`src/hw/tsc_pkg.sv`:
```
// package of constants and types for the trace store controller state machine
package tsc_pkg;
  localparam int DATA_W = 32;
  localparam int ADDR_W = 4;
  localparam int PTR_W = 4;
  localparam int DEPTH = 16;
  // register word offsets
  localparam logic [ADDR_W-1:0] OFF_CONTROL = 4'h0;
  localparam logic [ADDR_W-1:0] OFF_STATUS = 4'h1;
  localparam logic [ADDR_W-1:0] OFF_MODE = 4'h2;
  localparam logic [ADDR_W-1:0] OFF_FLUSH_CTL = 4'h3;
  localparam logic [ADDR_W-1:0] OFF_READ_DATA = 4'h4;
  localparam logic [ADDR_W-1:0] OFF_READ_PTR = 4'h5;
  localparam logic [ADDR_W-1:0] OFF_PTR_ADVANCE = 4'h6;
  localparam logic [ADDR_W-1:0] OFF_CONFIG = 4'h7;
  // control_reg / status_reg field positions
  localparam int CTL_CAPTURE_BIT = 0;
  localparam int STS_IDLE_BIT = 0;
  localparam int STS_MEMORY_ERROR_FLAG_BIT = 1;
  localparam int STS_EMPTY_BIT = 2;
  localparam int STS_FULL_BIT = 3;
  localparam int STS_STATE_LSB = 4;
  // formatter_flush_control field positions
  localparam int FFC_STOP_AFTER_FLUSH = 0;
  localparam int FFC_MANUAL_FLUSH = 1;
  localparam int FFC_DRAIN_REQUEST = 2;
  // mode and configuration encodings
  localparam logic [1:0] MODE_CIRCULAR = 2'h0;
  localparam logic [1:0] MODE_SW_FIFO_ONE = 2'h1;
  localparam logic [1:0] MODE_HW_FIFO = 2'h2;
  localparam logic [1:0] MODE_SW_FIFO_TWO = 2'h3;
  localparam logic [1:0] CFG_LOCAL = 2'h0;
  localparam logic [1:0] CFG_FORWARD = 2'h1;
  localparam logic [1:0] CFG_SYSMEM = 2'h2;
  localparam logic [1:0] CFG_STREAM = 2'h3;
  localparam logic [DATA_W-1:0] NO_DATA = 32'h0fffffff;
  localparam logic [1:0] RESET_MODE = 2'h0;
  localparam logic [1:0] RESET_CFG = 2'h0;
  typedef enum logic [2:0] {
    ST_DISABLED, ST_RUNNING, ST_STOPPING, ST_DRAINING, ST_STOPPED, ST_DISABLING
  } tsc_state_t;
endpackage

```
`src/hw/tsc_mem_if.sv`:
```
// carrier between controller and trace memory
`timescale 1ns/1ps
`default_nettype none
interface tsc_mem_if;
  import tsc_pkg::*;
  logic wr_en;
  logic [PTR_W-1:0] wr_addr;
  logic [DATA_W-1:0] wr_data;
  logic [PTR_W-1:0] rd_addr;
  logic [DATA_W-1:0] rd_data;
  modport ctl (output wr_en, output wr_addr, output wr_data, output rd_addr, input rd_data);
  modport mem (input wr_en, input wr_addr, input wr_data, input rd_addr, output rd_data);
endinterface
`default_nettype wire

```
`src/hw/tsc_mem.sv`:
```
// small trace memory with registered read data
`timescale 1ns/1ps
`default_nettype none
module tsc_mem (
  input wire logic core_clk,
  tsc_mem_if.mem port
);
  import tsc_pkg::*;
  logic [DATA_W-1:0] store [DEPTH];
  always_ff @(posedge core_clk) begin
    if (port.wr_en) begin
      store[port.wr_addr] <= port.wr_data;
    end
    port.rd_data <= store[port.rd_addr];
  end
endmodule
`default_nettype wire

```
`src/hw/tsc_ctrl.sv`:
```
// trace store controller: architectural state machine, trace buffer and register port
//
// Design decisions made here: the address map and the strobed register port.
`timescale 1ns/1ps
`default_nettype none
//
// Contract
// [RULE_01] reset or clearing capture enable leads to disabled, idle flag set
// [RULE_02] mode and flush settings inert while disabled; buffer readable, manual pointer
// [RULE_03] enable set in disabled starts running; stop event moves to stopping
// [RULE_04] stopping drains pipeline and reports the same status as running
// [RULE_05] stopped reached only when pipeline, padding and write buffer empty
// [RULE_06] hardware fifo mode also needs fifo and unformatter empty
// [RULE_07] software fifo modes need room in fifo for pipeline residue
// [RULE_08] stream configuration stopping waits on stream receiver acceptance
// [RULE_09] forwarding configuration drains buffer out, then returns to stopped
// [RULE_10] stopped captures nothing; buffer readable in memory-backed configurations
// [RULE_11] drain request bit in stopped circular forwarding starts draining
// [RULE_12] stopped: fifo one readable by register, fifo two left in memory
// [RULE_13] clearing enable while stopped returns to disabled
// [RULE_14] streaming configurations give no trace reads over the register port
// [RULE_15] clearing enable in an active state enters disabling, never stopped
// [RULE_16] disabling does not empty hardware fifo; trace discarded
// [RULE_17] disabling exit waits on neither register reads nor forward port; outside hardware fifo mode an open forward beat still holds it
// [RULE_18] full fifo overwritten during disabling so stop completes
// [RULE_19] memory error in disabling or at hard stop: no writes, to disabled
// [RULE_20] a started transfer is never aborted; stall holds disabling
// [RULE_21] empty read returns no-data marker; also marks end of circular buffer
// [RULE_22] fifo two reads return marker; pointer advanced by advance register
// [RULE_23] completed flush with stop-after-flush raises stop event
// [RULE_24] one clock, one reset initialising interfaces and control registers
// [RULE_25] clearing enable during capture stops capture at once
// [RULE_26] idle flag derived from state: set only in disabled and stopped
// [RULE_27] drain request ignored outside stopped circular forwarding
module tsc_ctrl (
  input wire logic core_clk,
  input wire logic sys_rst,
  input wire logic [tsc_pkg::ADDR_W-1:0] reg_addr,
  input wire logic [tsc_pkg::DATA_W-1:0] reg_wdata,
  input wire logic reg_write,
  input wire logic reg_read,
  output logic [tsc_pkg::DATA_W-1:0] reg_rdata,
  input wire logic trace_valid,
  input wire logic [tsc_pkg::DATA_W-1:0] trace_data,
  output logic trace_ready,
  input wire logic pipe_empty,
  input wire logic formatter_empty,
  input wire logic unformatter_empty,
  input wire logic flush_done,
  input wire logic mem_error,
  output logic fwd_valid,
  output logic [tsc_pkg::DATA_W-1:0] fwd_data,
  input wire logic fwd_ready,
  output logic strm_valid,
  output logic [tsc_pkg::DATA_W-1:0] strm_data,
  input wire logic strm_ready,
  output logic flush_request,
  output logic capture_active
);
  import tsc_pkg::*;

  tsc_state_t state;
  tsc_state_t next_state;
  logic capture_enable_bit;
  logic [1:0] mode;
  logic [1:0] config_sel;
  logic stop_after_flush;
  logic memory_error_flag;
  logic flush_pending;
  logic [PTR_W-1:0] wr_ptr;
  logic [PTR_W-1:0] rd_ptr;
  logic [PTR_W:0] level;
  logic rd_pending;
  logic out_busy;
  logic read_hit_pending;
  logic [DATA_W-1:0] rdata_mux;
  logic [PTR_W-1:0] next_rd_ptr;

  tsc_mem_if mem_bus ();
  tsc_mem u_mem (
    .core_clk(core_clk),
    .port(mem_bus)
  );

  function automatic logic hit(input logic [ADDR_W-1:0] a, input logic [ADDR_W-1:0] off);
    return a == off;
  endfunction

  wire wr_ctl = reg_write && hit(reg_addr, OFF_CONTROL);
  wire wr_mode = reg_write && hit(reg_addr, OFF_MODE);
  wire wr_ffc = reg_write && hit(reg_addr, OFF_FLUSH_CTL);
  wire wr_rptr = reg_write && hit(reg_addr, OFF_READ_PTR);
  wire wr_adv = reg_write && hit(reg_addr, OFF_PTR_ADVANCE);
  wire wr_cfg = reg_write && hit(reg_addr, OFF_CONFIG);
  wire rd_data_req = reg_read && hit(reg_addr, OFF_READ_DATA);
  wire new_enable = wr_ctl ? reg_wdata[CTL_CAPTURE_BIT] : capture_enable_bit;

  wire idle_flag = (state == ST_DISABLED) || (state == ST_STOPPED); // RULE_26
  wire buf_empty = (level == '0);
  wire buf_full = (level == (PTR_W + 1)'(DEPTH));
  wire is_circ = (mode == MODE_CIRCULAR);
  wire is_hw = (mode == MODE_HW_FIFO);
  wire is_sw = (mode == MODE_SW_FIFO_ONE) || (mode == MODE_SW_FIFO_TWO);
  wire is_stream = (config_sel == CFG_STREAM) || (config_sel == CFG_SYSMEM && is_hw);
  // stream configuration always behaves as a circular buffer
  wire eff_circ = is_circ || (config_sel == CFG_STREAM);
  // register trace reads: only memory-backed, non-streaming, not fifo two
  wire reg_read_ok = !is_stream && (mode != MODE_SW_FIFO_TWO) && !out_busy; // RULE_14 RULE_22

  // capture only while running; writes overwrite oldest entry in circular mode
  wire capturing = (state == ST_RUNNING); // RULE_10 RULE_25
  wire room = !buf_full || eff_circ;
  // a word is taken only when offered and announced, so the source never loses one
  wire accept = capturing && trace_valid && trace_ready && room;
  // overwrite on full while disabling so the stop sequence can finish
  wire hard_overwrite = (state == ST_DISABLING) && buf_full; // RULE_18

  // stop event from a finished flush when configured
  wire stop_event = flush_pending && flush_done && stop_after_flush; // RULE_23

  // residue lands in the fifo only when there is space for it
  wire fifo_room = !buf_full; // RULE_07
  wire stop_done = pipe_empty && formatter_empty // RULE_05
    && (!is_hw || (unformatter_empty && buf_empty)) // RULE_06
    && (!is_sw || fifo_room)
    && (config_sel != CFG_STREAM || !strm_valid); // RULE_08
  wire drain_req = wr_ffc && reg_wdata[FFC_DRAIN_REQUEST] && (state == ST_STOPPED)
    && is_circ && (config_sel == CFG_FORWARD); // RULE_11 RULE_27
  // a transfer already offered, except a forward beat in hardware fifo mode, must complete before disabled is reached unless a memory error is flagged
  wire transfer_open = (fwd_valid && !fwd_ready && !is_hw) || (strm_valid && !strm_ready); // RULE_20
  wire disable_done = memory_error_flag || mem_error || !transfer_open; // RULE_17 RULE_19

  always_comb begin
    next_state = state;
    unique case (state)
      ST_DISABLED: if (new_enable) next_state = ST_RUNNING; // RULE_03
      ST_RUNNING: begin
        if (!new_enable) next_state = ST_DISABLING; // RULE_15 RULE_25
        else if (stop_event) next_state = ST_STOPPING; // RULE_03
      end
      ST_STOPPING: begin
        if (!new_enable) next_state = ST_DISABLING; // RULE_15
        else if (stop_done) next_state = ST_STOPPED; // RULE_04 RULE_05
      end
      ST_DRAINING: begin
        if (!new_enable) next_state = ST_DISABLING; // RULE_15
        else if (buf_empty && !fwd_valid) next_state = ST_STOPPED; // RULE_09
      end
      ST_STOPPED: begin
        if (!new_enable) next_state = ST_DISABLED; // RULE_13
        else if (drain_req) next_state = ST_DRAINING; // RULE_11
      end
      ST_DISABLING: if (disable_done) next_state = ST_DISABLED; // RULE_15 RULE_19
    endcase
  end

  always_ff @(posedge core_clk) begin
    if (sys_rst) begin
      state <= ST_DISABLED; // RULE_01 RULE_24
    end else begin
      state <= next_state;
    end
  end

  // configuration registers
  always_ff @(posedge core_clk) begin
    if (sys_rst) begin
      capture_enable_bit <= 1'b0; // RULE_01
      mode <= RESET_MODE;
      config_sel <= RESET_CFG;
      stop_after_flush <= 1'b0;
    end else begin
      if (wr_ctl) capture_enable_bit <= reg_wdata[CTL_CAPTURE_BIT];
      // programming mode and configuration only takes hold while disabled
      if (wr_mode && state == ST_DISABLED) mode <= reg_wdata[1:0]; // RULE_02
      if (wr_cfg && state == ST_DISABLED) config_sel <= reg_wdata[1:0];
      if (wr_ffc) stop_after_flush <= reg_wdata[FFC_STOP_AFTER_FLUSH];
    end
  end

  // flush request: held until the sources answer or the state leaves running; set wins over clear
  always_ff @(posedge core_clk) begin
    if (sys_rst) begin
      flush_pending <= 1'b0;
    end else if (wr_ffc && reg_wdata[FFC_MANUAL_FLUSH] && state == ST_RUNNING) begin
      flush_pending <= 1'b1;
    end else if (flush_done || state != ST_RUNNING) begin
      flush_pending <= 1'b0;
    end
  end

  // sticky memory error, cleared only by reset or a status write with the error bit zero, in any state
  always_ff @(posedge core_clk) begin
    if (sys_rst) begin
      memory_error_flag <= 1'b0;
    end else if (mem_error) begin
      memory_error_flag <= 1'b1;
    end else if (reg_write && hit(reg_addr, OFF_STATUS) && !reg_wdata[STS_MEMORY_ERROR_FLAG_BIT]) begin
      memory_error_flag <= 1'b0;
    end
  end

  // buffer pointers and level
  wire pop_fwd = fwd_valid && fwd_ready && !rd_pending;
  wire pop_strm = strm_valid && strm_ready && !rd_pending;
  wire pop_reg = rd_data_req && reg_read_ok && !buf_empty && (mode != MODE_SW_FIFO_TWO);
  wire adv_two = wr_adv && (mode == MODE_SW_FIFO_TWO); // RULE_22
  // leaving disabling for disabled drops whatever remains in the fifo modes outside the stream configuration
  wire discard = (state == ST_DISABLING) && (next_state == ST_DISABLED) && !eff_circ; // RULE_16
  wire wr_do = accept && !(memory_error_flag || mem_error); // RULE_19
  wire overwrite = wr_do && buf_full;
  // hardware fifo empties over the forward port while running or stopping; disabling leaves it
  wire hw_out = is_hw && (config_sel == CFG_FORWARD)
    && (state == ST_RUNNING || state == ST_STOPPING); // RULE_06 RULE_16
  wire fetch = (state == ST_DRAINING || hw_out
    || (config_sel == CFG_STREAM && state != ST_DISABLED))
    && !buf_empty && !out_busy && !rd_pending;
  wire pop = pop_reg || fetch || (adv_two && !buf_empty) || overwrite || hard_overwrite;
  assign next_rd_ptr = wr_rptr ? reg_wdata[PTR_W-1:0] : rd_ptr + PTR_W'(pop); // RULE_02

  always_ff @(posedge core_clk) begin
    if (sys_rst) begin
      wr_ptr <= '0;
      rd_ptr <= '0;
      level <= '0;
    end else if (discard) begin
      rd_ptr <= wr_ptr;
      level <= '0;
    end else begin
      if (wr_do) wr_ptr <= wr_ptr + PTR_W'(1);
      rd_ptr <= next_rd_ptr;
      if (wr_do && !pop) level <= level + (PTR_W + 1)'(1);
      else if (!wr_do && pop) level <= level - (PTR_W + 1)'(1);
    end
  end

  assign mem_bus.wr_en = wr_do;
  assign mem_bus.wr_addr = wr_ptr;
  assign mem_bus.wr_data = trace_data;
  assign mem_bus.rd_addr = rd_ptr;

  // forwarding and stream outputs fed from a one-deep output stage
  always_ff @(posedge core_clk) begin
    if (sys_rst) begin
      rd_pending <= 1'b0;
      out_busy <= 1'b0;
      fwd_valid <= 1'b0;
      strm_valid <= 1'b0;
      fwd_data <= '0;
      strm_data <= '0;
    end else begin
      rd_pending <= fetch;
      if (rd_pending) begin
        out_busy <= 1'b1;
        fwd_valid <= (config_sel == CFG_FORWARD); // RULE_09
        strm_valid <= (config_sel == CFG_STREAM);
        fwd_data <= mem_bus.rd_data;
        strm_data <= mem_bus.rd_data;
      end else if (pop_fwd || pop_strm) begin
        out_busy <= 1'b0;
        fwd_valid <= 1'b0;
        strm_valid <= 1'b0;
      end
    end
  end

  // register reads: one cycle later
  always_ff @(posedge core_clk) begin
    if (sys_rst) begin
      read_hit_pending <= 1'b0;
    end else begin
      read_hit_pending <= pop_reg;
    end
  end

  always_comb begin
    rdata_mux = '0;
    unique case (reg_addr)
      OFF_CONTROL: rdata_mux[CTL_CAPTURE_BIT] = capture_enable_bit;
      OFF_STATUS: begin
        rdata_mux[STS_IDLE_BIT] = idle_flag; // RULE_04
        rdata_mux[STS_MEMORY_ERROR_FLAG_BIT] = memory_error_flag;
        rdata_mux[STS_EMPTY_BIT] = buf_empty;
        rdata_mux[STS_FULL_BIT] = buf_full;
      end
      OFF_MODE: rdata_mux[1:0] = mode;
      OFF_FLUSH_CTL: rdata_mux[FFC_STOP_AFTER_FLUSH] = stop_after_flush;
      OFF_READ_PTR: rdata_mux[PTR_W-1:0] = rd_ptr;
      OFF_CONFIG: rdata_mux[1:0] = config_sel;
      default: rdata_mux = '0;
    endcase
  end

  logic [DATA_W-1:0] held_rdata;
  logic data_slot;
  always_ff @(posedge core_clk) begin
    if (sys_rst) begin
      held_rdata <= '0;
      data_slot <= 1'b0;
    end else begin
      held_rdata <= reg_read ? rdata_mux : '0;
      data_slot <= rd_data_req;
    end
  end

  // an empty or refused data read answers with the marker
  always_comb begin
    if (data_slot) begin
      reg_rdata = read_hit_pending ? mem_bus.rd_data : NO_DATA; // RULE_21 RULE_12
    end else begin
      reg_rdata = held_rdata;
    end
  end

  always_ff @(posedge core_clk) begin
    if (sys_rst) begin
      trace_ready <= 1'b0;
      flush_request <= 1'b0;
      capture_active <= 1'b0;
    end else begin
      trace_ready <= (next_state == ST_RUNNING) && (eff_circ || level < (PTR_W + 1)'(DEPTH - 1));
      flush_request <= flush_pending;
      capture_active <= capture_enable_bit;
    end
  end
endmodule
`default_nettype wire

```
`config.mk`:
```
export PLATFORM = sky130hd
export DESIGN_NAME = tsc_ctrl
export DESIGN_NICKNAME = d
export VERILOG_FILES = /design/src/hw/tsc_pkg.sv /design/src/hw/tsc_mem_if.sv /design/src/hw/tsc_mem.sv /design/src/hw/tsc_ctrl.sv
export SDC_FILE = /design/constraint.sdc
export NUM_CORES = 1
export LEC_CHECK = 0
export ABC_AREA = 1
export ABC_CLOCK_PERIOD_IN_PS = 3600
export BUFFER_PORTS_ARGS = -buffer_cell sky130_fd_sc_hd__buf_2
export CAP_MARGIN = 25
export CORE_ASPECT_RATIO = 1.5
export CORE_MARGIN = 3
export CORE_UTILIZATION = 60
export CTS_CLUSTER_DIAMETER = 60
export DETAILED_ROUTE_END_ITERATION = 12
export PLACE_DENSITY = 0.8
export SLEW_MARGIN = 20
export SYNTH_ARGS = -nofsm -noshare
export SYNTH_HDL_FRONTEND = slang
export SYNTH_SLANG_ARGS = --single-unit
```
`constraint.sdc`:
```
create_clock -name core_clk -period 3.6 [get_ports core_clk]
set_input_delay 0.18 -clock core_clk [delete_from_list [all_inputs] [get_ports core_clk]]
set_output_delay 0.18 -clock core_clk [all_outputs]
set_load 0.02 [all_outputs]
```
# --- After elaboration in Yosys (flattened, before gate mapping) ---
# Memories as Yosys holds them, arrays and structs flattened. A register that Yosys moved wholly into a read port is not among the register bits.
# Cells that the tools add are included.
word_totals:
  ff_bits: 97
  ram_bits: 512
  n_memories: 1
memory_table:
  columns: ["name", "words", "word_bits", "read_ports", "rd_clocked_by_memory_dff", "wr", "line_no", "source"]
  rows:
  - ["u_mem.store", 16, 32, 1, 1, 1, "tsc_mem.sv:9", "logic [DATA_W-1:0] store [DEPTH];"]
op_classes:
  add_sub_neg: 4
  order_cmp: 1
  eq_ne: 23
  muxes: 31
  n_bitwise: 2
  n_reduce_logical: 108
op_table:
  columns: ["cell", "count"]
  rows:
  - ["32-bit two-way mux", 2]
  - ["1-bit logical AND", 57]
  - ["3-bit two-way mux", 10]
  - ["1-bit logical OR", 21]
  - ["3-bit case mux with 6 select lines", 1]
  - ["1-bit zero test", 17]
  - ["4-bit by 3-bit equality test with 1-bit output, second input constant", 4]
  - ["1-bit two-way mux", 11]
  - ["5-bit two-way mux", 2]
  - ["2-bit equality test, second input constant", 4]
  - ["4-bit by 2-bit equality test with 1-bit output, second input constant", 2]
  - ["4-bit two-way mux", 2]
  - ["2-bit nonzero test", 4]
  - ["3-bit by 1-bit equality test with 1-bit output, second input constant", 2]
  - ["3-bit by 2-bit equality test with 1-bit output, second input constant", 2]
  - ["3-bit equality test, second input constant", 2]
  - ["3-bit zero test", 2]
  - ["1-bit case mux with 6 select lines", 1]
  - ["5-bit by 1-bit adder with 5-bit output, second input constant", 1]
  - ["5-bit equality test, second input constant", 1]
  - ["5-bit zero test", 1]
  - ["5-bit by 4-bit less-than comparator with 1-bit output, second input constant", 1]
  - ["5-bit by 1-bit subtractor with 5-bit output, second input constant", 1]
  - ["4-bit by 1-bit adder with 4-bit output", 1]
  - ["13 further kinds", 17]

# --- Depth between registers and ports, before layout ---
depth:
  word_depth: 16
  depth_mapped: 18
  ltp_nobuf: 18

# --- Hierarchy ---
# A second synthesis with hierarchy kept.
hier_totals:
  cells_unflattened: 2675
  area_unflattened_um2: 26491.7
modules_own_cells:
  columns: ["mod", "instances", "cells_per_inst", "area_each_um2"]
  rows:
  - ["tsc_mem", 1, 2120, 22738.1]
  - ["tsc_ctrl", 1, 555, 3753.6]

# --- Worst setup path after synthesis ---
# Ideal clock, no wire load.
synth_timing:
  path_type: "flip-flop to flip-flop"
  from: "register memory_error_flag"
  to: "memory u_mem.store[0][0], enable pin"
  setup_time_ns: 0.421
  arrival_time_ns: 2.416
  path_slack_ns: 0.763
  path_stages_with_launch: 7
  path_buffers: 0
  period_less_slack_ns: 2.837
  path_cell_list: "dfxtp_1 -> or2_2 -> nor3_2 -> nand2_2 -> clkinv_2 -> nand2_1 -> nor2_1"
synth_via:
  elab_chain_len: 5
synth_lines:
  columns: ["element", "line_no", "source"]
  rows:
  - ["start, declared", "tsc_ctrl.sv:68", "logic memory_error_flag;"]
  - ["start signal, assigned", "tsc_ctrl.sv:195", "memory_error_flag <= 1'b0;"]
  - ["start signal, assigned", "tsc_ctrl.sv:197", "memory_error_flag <= 1'b1;"]
  - ["start signal, assigned", "tsc_ctrl.sv:199", "memory_error_flag <= 1'b0;"]
  - ["1-bit logical OR", "tsc_ctrl.sv:210", "wire wr_do = accept && !(memory_error_flag || mem_error);"]
  - ["1-bit zero test", "tsc_ctrl.sv:210", null]
  - ["1-bit logical AND", "tsc_ctrl.sv:210", null]
  - ["1-bit two-way mux", "tsc_mem.sv:11", "if (port.wr_en) begin"]
  - ["1-bit two-way mux (not written as such)", "tsc_mem.sv:12", "store[port.wr_addr] <= port.wr_data;"]
  - ["end, declared", "tsc_mem.sv:9", null]
# Every way passes these cells.

# --- Final worst setup path ---
layout_timing:
  from: "register state[2]"
  to: "register level[4]"
layout_via:
  elab_chain_len: 15
  word_cells_on_any_way: 49
  classes_between: "eq/ne (5); mux (12); reduce/logical (32)"
layout_lines:
  columns: ["element", "line_no", "source"]
  rows:
  - ["start, declared", "tsc_ctrl.sv:62", "tsc_state_t state;"]
  - ["start signal, assigned", "tsc_ctrl.sv:161", "state <= next_state;"]
  - ["parallel branches: the longest is 15 deep, another holds 3-bit case mux with 6 select lines", null, null]
  - ["end signal, assigned", "tsc_ctrl.sv:232", "if (wr_do && !pop) level <= level + (PTR_W + 1)'(1);"]
  - ["end signal, assigned", "tsc_ctrl.sv:233", "else if (!wr_do && pop) level <= level - (PTR_W + 1)'(1);"]
  - ["end, declared", "tsc_ctrl.sv:72", "logic [PTR_W:0] level;"]
# Several ways; the timed one is not identified.
# A chain may end at the register's enable or synchronous reset.

==> results.rst <==
.. list-table::
   :header-rows: 1

   * - Metric
     - Value
   * - Category of cells accounting for the largest share of critical-path delay
     - simple AND/OR/NAND/NOR gates
   * - Synth Area in Compound Gates
     - 10.2%
   * - Cell area after synthesis
     - 24400 µm²
   * - IO Count
     - 181
   * - Slew Limit Fails
     - 0
   * - Worst path arrival time
     - 3.54 ns
   * - Initial core utilization
     - 61.5%
   * - CTS Buf Count
     - 50
   * - Mean area per synthesized cell
     - 12.9 µm²
   * - Final setup vio count
     - 0
   * - Final total negative setup slack
     - 0 ns
   * - Clock tree from TritonCTS
     - yes
   * - Post-CTS resize count
     - 0
   * - Via count of the first global-routing pass
     - 15748
   * - Cell Area, Placed
     - 25600 µm²
   * - Dominant combinational cell family by area after synthesis
     - simple AND/OR/NAND/NOR gates
   * - Combined area of the multi-input logic cells
     - 6200 µm²
   * - Weighted congestion reported at the end of routability-driven placement
     - 0.896
   * - Multiplexer share of the synthesized area
     - 3.48%
   * - Die area
     - 43300 µm²
   * - Design area
     - 27800 µm²
   * - Syn-to-layout area delta
     - 13.8%
   * - Die X
     - 171 µm
   * - Number of core rows
     - 89
   * - Largest net degree at the start of global routing
     - 161
   * - Total power density per cell area
     - 515 nW/µm²
   * - Global-route total usage across every layer
     - 26.4%
   * - DRT Pass-1 Iters
     - 8
   * - Final period demand of the worst path
     - 3.08 ns
   * - Per-cell routed wire length
     - 22.6 µm
   * - Global-route track usage on met1
     - 32.7%
   * - Register area
     - 17400 µm²
   * - Most Frequent Cell on Critical Path
     - sky130_fd_sc_hd__nor2_1
   * - Post-synthesis async set-or-reset flop share
     - 0%
   * - Layer with the highest usage after global routing
     - met2
   * - Max cap viols
     - 0
   * - Number of synthesized flops with an enable pin
     - 512
   * - Net Count, Synth
     - 1980
   * - Post-DP HPWL
     - 32700 µm
   * - Worst setup SP type
     - flip-flop
   * - Maximum resistive drop on vdd
     - 0.360 mV
   * - Detailed-route wire length
     - 58100 µm
   * - Total number of H-tree levels
     - 2
   * - Type of the worst setup path
     - flip-flop to flip-flop
   * - RSZ-0062 raised after global routing
     - no
   * - Maximum fanout along the worst path
     - 7
   * - Met3 track demand over resource in global routing
     - 3.59%
   * - Critical Path Slowest Stage Cell
     - sky130_fd_sc_hd__fa_1
   * - Hold-fix buffers at CTS
     - 40
   * - Antenna-violating nets left
     - 0
   * - Static Leak
     - 0.00961 µW
   * - Final worst-path cycle share
     - 85.6%
   * - Largest stage delay, worst path
     - 0.42 ns
   * - Post-synthesis share of cell area spent on xor and xnor gates
     - 0.179%
   * - Clk_lat worst skew
     - 0.58 ns
   * - DRC violation count after routing
     - 0
   * - Simple-Gate Fraction of Synth Area
     - 10.4%
   * - Kind of path behind the tightest hold check
     - primary input to flip-flop
   * - Ratio of routed vias to standard cells
     - 6.21
   * - Cells after Synth
     - 1889
   * - Final design utilization
     - 70.0%
   * - Final setup skew
     - 0.0203 ns
   * - Final Hold Fails
     - 0
   * - Total number of vias
     - 15937
   * - Worst-margin pin slew
     - 1.08 ns
   * - Clock tree root buffer cell
     - sky130_fd_sc_hd__clkbuf_16
   * - TritonCTS Sinks
     - 613
   * - Post-CTS setup buffer count
     - 0
   * - Total power after layout
     - 14300 µW
   * - Wire length of the first global-routing pass
     - 87200 µm
   * - Post-synth cell types
     - 51
   * - Critical-path cell list
     - inv_2 > nand3_1 > nand2_1 > nand3_1 > nand2_1 > nand3b_1 > o311ai_0 > nor2_1 > ha_1 > inv_1 > fa_1 > a21o_1 > a21oi_1 > nor2_1 > nor2_1 > xor2_1 > nor2_2
   * - I/O Buffers
     - 152
   * - Global Route met2 Usage
     - 46.3%
   * - Clock-pin slew on the worst setup and hold paths
     - 0.07 ns
   * - Yosys warns
     - 0
   * - Initial antenna violation count
     - 2
   * - DRC violation total after the first TritonRoute iteration
     - 1801
   * - Final net count
     - 2115
   * - # fillers
     - 2507
   * - Most frequently used flop master after synthesis
     - sky130_fd_sc_hd__edfxtp_1
   * - Adder and majority cell fraction of the synthesized area
     - 0.594%
   * - Placeable core region
     - 39800 µm²
   * - Status
     - complete, no violations
   * - Number of buffers between clock root and the deepest sink
     - 3
   * - Worst setup EP type
     - flip-flop
   * - Peak Freq
     - 325 MHz
   * - Fraction of final layout cells with drive strength greater than 1
     - 16.3%
   * - Die extent in y
     - 253 µm
   * - Global route total overflow
     - 0
   * - Critical path data required time
     - 4.06 ns
   * - Sequential-to-total area share from yosys stat
     - 71.2%
   * - Worst path buffer plus inverter count
     - 2
   * - Headroom to the max-slew limit
     - 27.9%
   * - Worst hold margin
     - 0.0362 ns
   * - Flops & latches, synth
     - 613
==> placed cells by master (no fill, tap or decap), types with 8 or more instances in the layout <==
master / count
sky130_fd_sc_hd__nor2_1: 369
sky130_fd_sc_hd__nor2_4: 21
sky130_fd_sc_hd__clkbuf_16: 52
sky130_fd_sc_hd__mux2i_1: 85
sky130_fd_sc_hd__dfxtp_1: 97
sky130_fd_sc_hd__o21ai_0: 187
sky130_fd_sc_hd__dlygate4sd3_1: 40
sky130_fd_sc_hd__o32ai_1: 36
sky130_fd_sc_hd__o221ai_1: 85
sky130_fd_sc_hd__bufinv_16: 9
sky130_fd_sc_hd__o211ai_1: 36
sky130_fd_sc_hd__buf_4: 26
sky130_fd_sc_hd__buf_12: 10
sky130_fd_sc_hd__nor3_1: 14
sky130_fd_sc_hd__nand4_1: 8
sky130_fd_sc_hd__edfxtp_1: 512
sky130_fd_sc_hd__inv_1: 43
sky130_fd_sc_hd__nand3_1: 46
sky130_fd_sc_hd__clkbuf_8: 8
sky130_fd_sc_hd__buf_2: 152
sky130_fd_sc_hd__clkinv_2: 13
sky130_fd_sc_hd__nand2_1: 106
sky130_fd_sc_hd__ha_1: 10
sky130_fd_sc_hd__a21oi_1: 20
==> per-layer routing <==
metal / part of all wire, % / routed length (µm)
met1: 36 / 20900
met4: 4.4 / 2540
met5: 0.022 / 13
met3: 7.9 / 4600
met2: 52 / 30100
==> state kept, by name, indices dropped and copies added, names as in the netlist, 2 cells and up <==
register,flops
u_mem.store,512
strm_data,32
u_mem.port.rd_data,32
level,5
held_rdata,4
mem_bus.rd_addr,4
mem_bus.wr_addr,4
state,3
config_sel,2
mode,2
==> power by group <==
group          total, µW  internal [µW]  switching, µW
clock               5870           3460           2410
combinational        684            226            458
sequential          7770           7720           52.3
==> kinds of logic (layout without fill, tap and decap cells) <==
kind of cell,count (synthesis),after routing
compound gates,383,383
other cells,0,1
flops,613,613
xor+xnor,5,5
mux,85,85
simple gates,594,594
fa+ha+maj,11,11
buf+inv,198,373
==> cells in the mapped netlist, types with 2 or more instances <==
cell type                    n  area (µm²)
sky130_fd_sc_hd__o21ai_0   187         936
sky130_fd_sc_hd__inv_1      43         161
sky130_fd_sc_hd__nor3_4      2        32.5
sky130_fd_sc_hd__nand2_4     3        33.8
sky130_fd_sc_hd__buf_2      23         115
sky130_fd_sc_hd__buf_4      41         308
sky130_fd_sc_hd__inv_2       5        18.8
sky130_fd_sc_hd__o221ai_1   85         744
sky130_fd_sc_hd__nor2_4      5        56.3
sky130_fd_sc_hd__nand3_1    46         230
sky130_fd_sc_hd__o32ai_1    36         315
sky130_fd_sc_hd__a21oi_1    20         100
sky130_fd_sc_hd__clkinv_1    2        7.51
sky130_fd_sc_hd__or2_2       2        12.5
sky130_fd_sc_hd__nand2_2     6        37.5
sky130_fd_sc_hd__nand2_1   106         398
sky130_fd_sc_hd__nor3_1     14        70.1
sky130_fd_sc_hd__xnor2_1     2        17.5
sky130_fd_sc_hd__xor2_1      3        26.3
sky130_fd_sc_hd__ha_1       10         125
sky130_fd_sc_hd__buf_1       3        11.3
sky130_fd_sc_hd__nand4_1     8        50.1
sky130_fd_sc_hd__clkbuf_1   73         274
sky130_fd_sc_hd__buf_6       6        67.6
sky130_fd_sc_hd__a22oi_1     3        22.5
sky130_fd_sc_hd__nor2_2      7        43.8
sky130_fd_sc_hd__dfxtp_1   101        2020
sky130_fd_sc_hd__mux2i_1    85         851
sky130_fd_sc_hd__nor3_2      2        20.0
sky130_fd_sc_hd__edfxtp_1  512       15400
sky130_fd_sc_hd__o22ai_1     7        43.8
sky130_fd_sc_hd__nor2_8      2        40.0
sky130_fd_sc_hd__a211oi_1    2        15.0
sky130_fd_sc_hd__o211ai_1   36         270
sky130_fd_sc_hd__nor2_1    385        1450
==> worst paths after layout <==
| check | depth (start not counted) | endpoint | start | slack (ns) |
|---|---|---|---|---|
| worst max-delay path | 17 | level[4] | state[2] | 0.52 |
| worst min-delay path | 3 | stop_after_flush | reg_write | 0.04 |
| worst max register to register | 17 | level[4] | state[2] | 0.52 |
| worst min register to register | 2 | flush_request | flush_pending | 0.46 |
==> through the flow <==
stage | instances | setup slack [ns]
final | 2565 | 0.519
after global routing | 2565 | 0.189
after CTS | 2563 | 0.567
after detailed placement | 2431 | 0.596
after global placement | 2430 | 0.614
after floorplan | 1889 | 0.763
==> area by class of cell <==
class                   count  share of cell area (%)
clock inverters            28                    1.38
multi-input cells        1078                    22.3
inverters                  52                   0.724
diodes                      1                 0.00899
repair buffers            229                    5.65
well taps                 500                    2.25
clock buffers              64                    5.14
flip-flops and latches    613                    62.6
==> worst reg2reg max path: stages, from the launching register on <==
cell and delay [ns]:
sky130_fd_sc_hd__dfxtp_1 0.41, sky130_fd_sc_hd__inv_2 0.10, sky130_fd_sc_hd__nand3_1 0.20, sky130_fd_sc_hd__nand2_1 0.09, sky130_fd_sc_hd__nand3_1 0.08, sky130_fd_sc_hd__nand2_1 0.06, sky130_fd_sc_hd__nand3b_1 0.10, sky130_fd_sc_hd__o311ai_0 0.17
sky130_fd_sc_hd__nor2_1 0.22, sky130_fd_sc_hd__ha_1 0.21, sky130_fd_sc_hd__inv_1 0.11, sky130_fd_sc_hd__fa_1 0.42, sky130_fd_sc_hd__a21o_1 0.17, sky130_fd_sc_hd__a21oi_1 0.18, sky130_fd_sc_hd__nor2_1 0.06, sky130_fd_sc_hd__nor2_1 0.13
sky130_fd_sc_hd__xor2_1 0.19, sky130_fd_sc_hd__nor2_2 0.05
(Power assumes the default switching activity.)
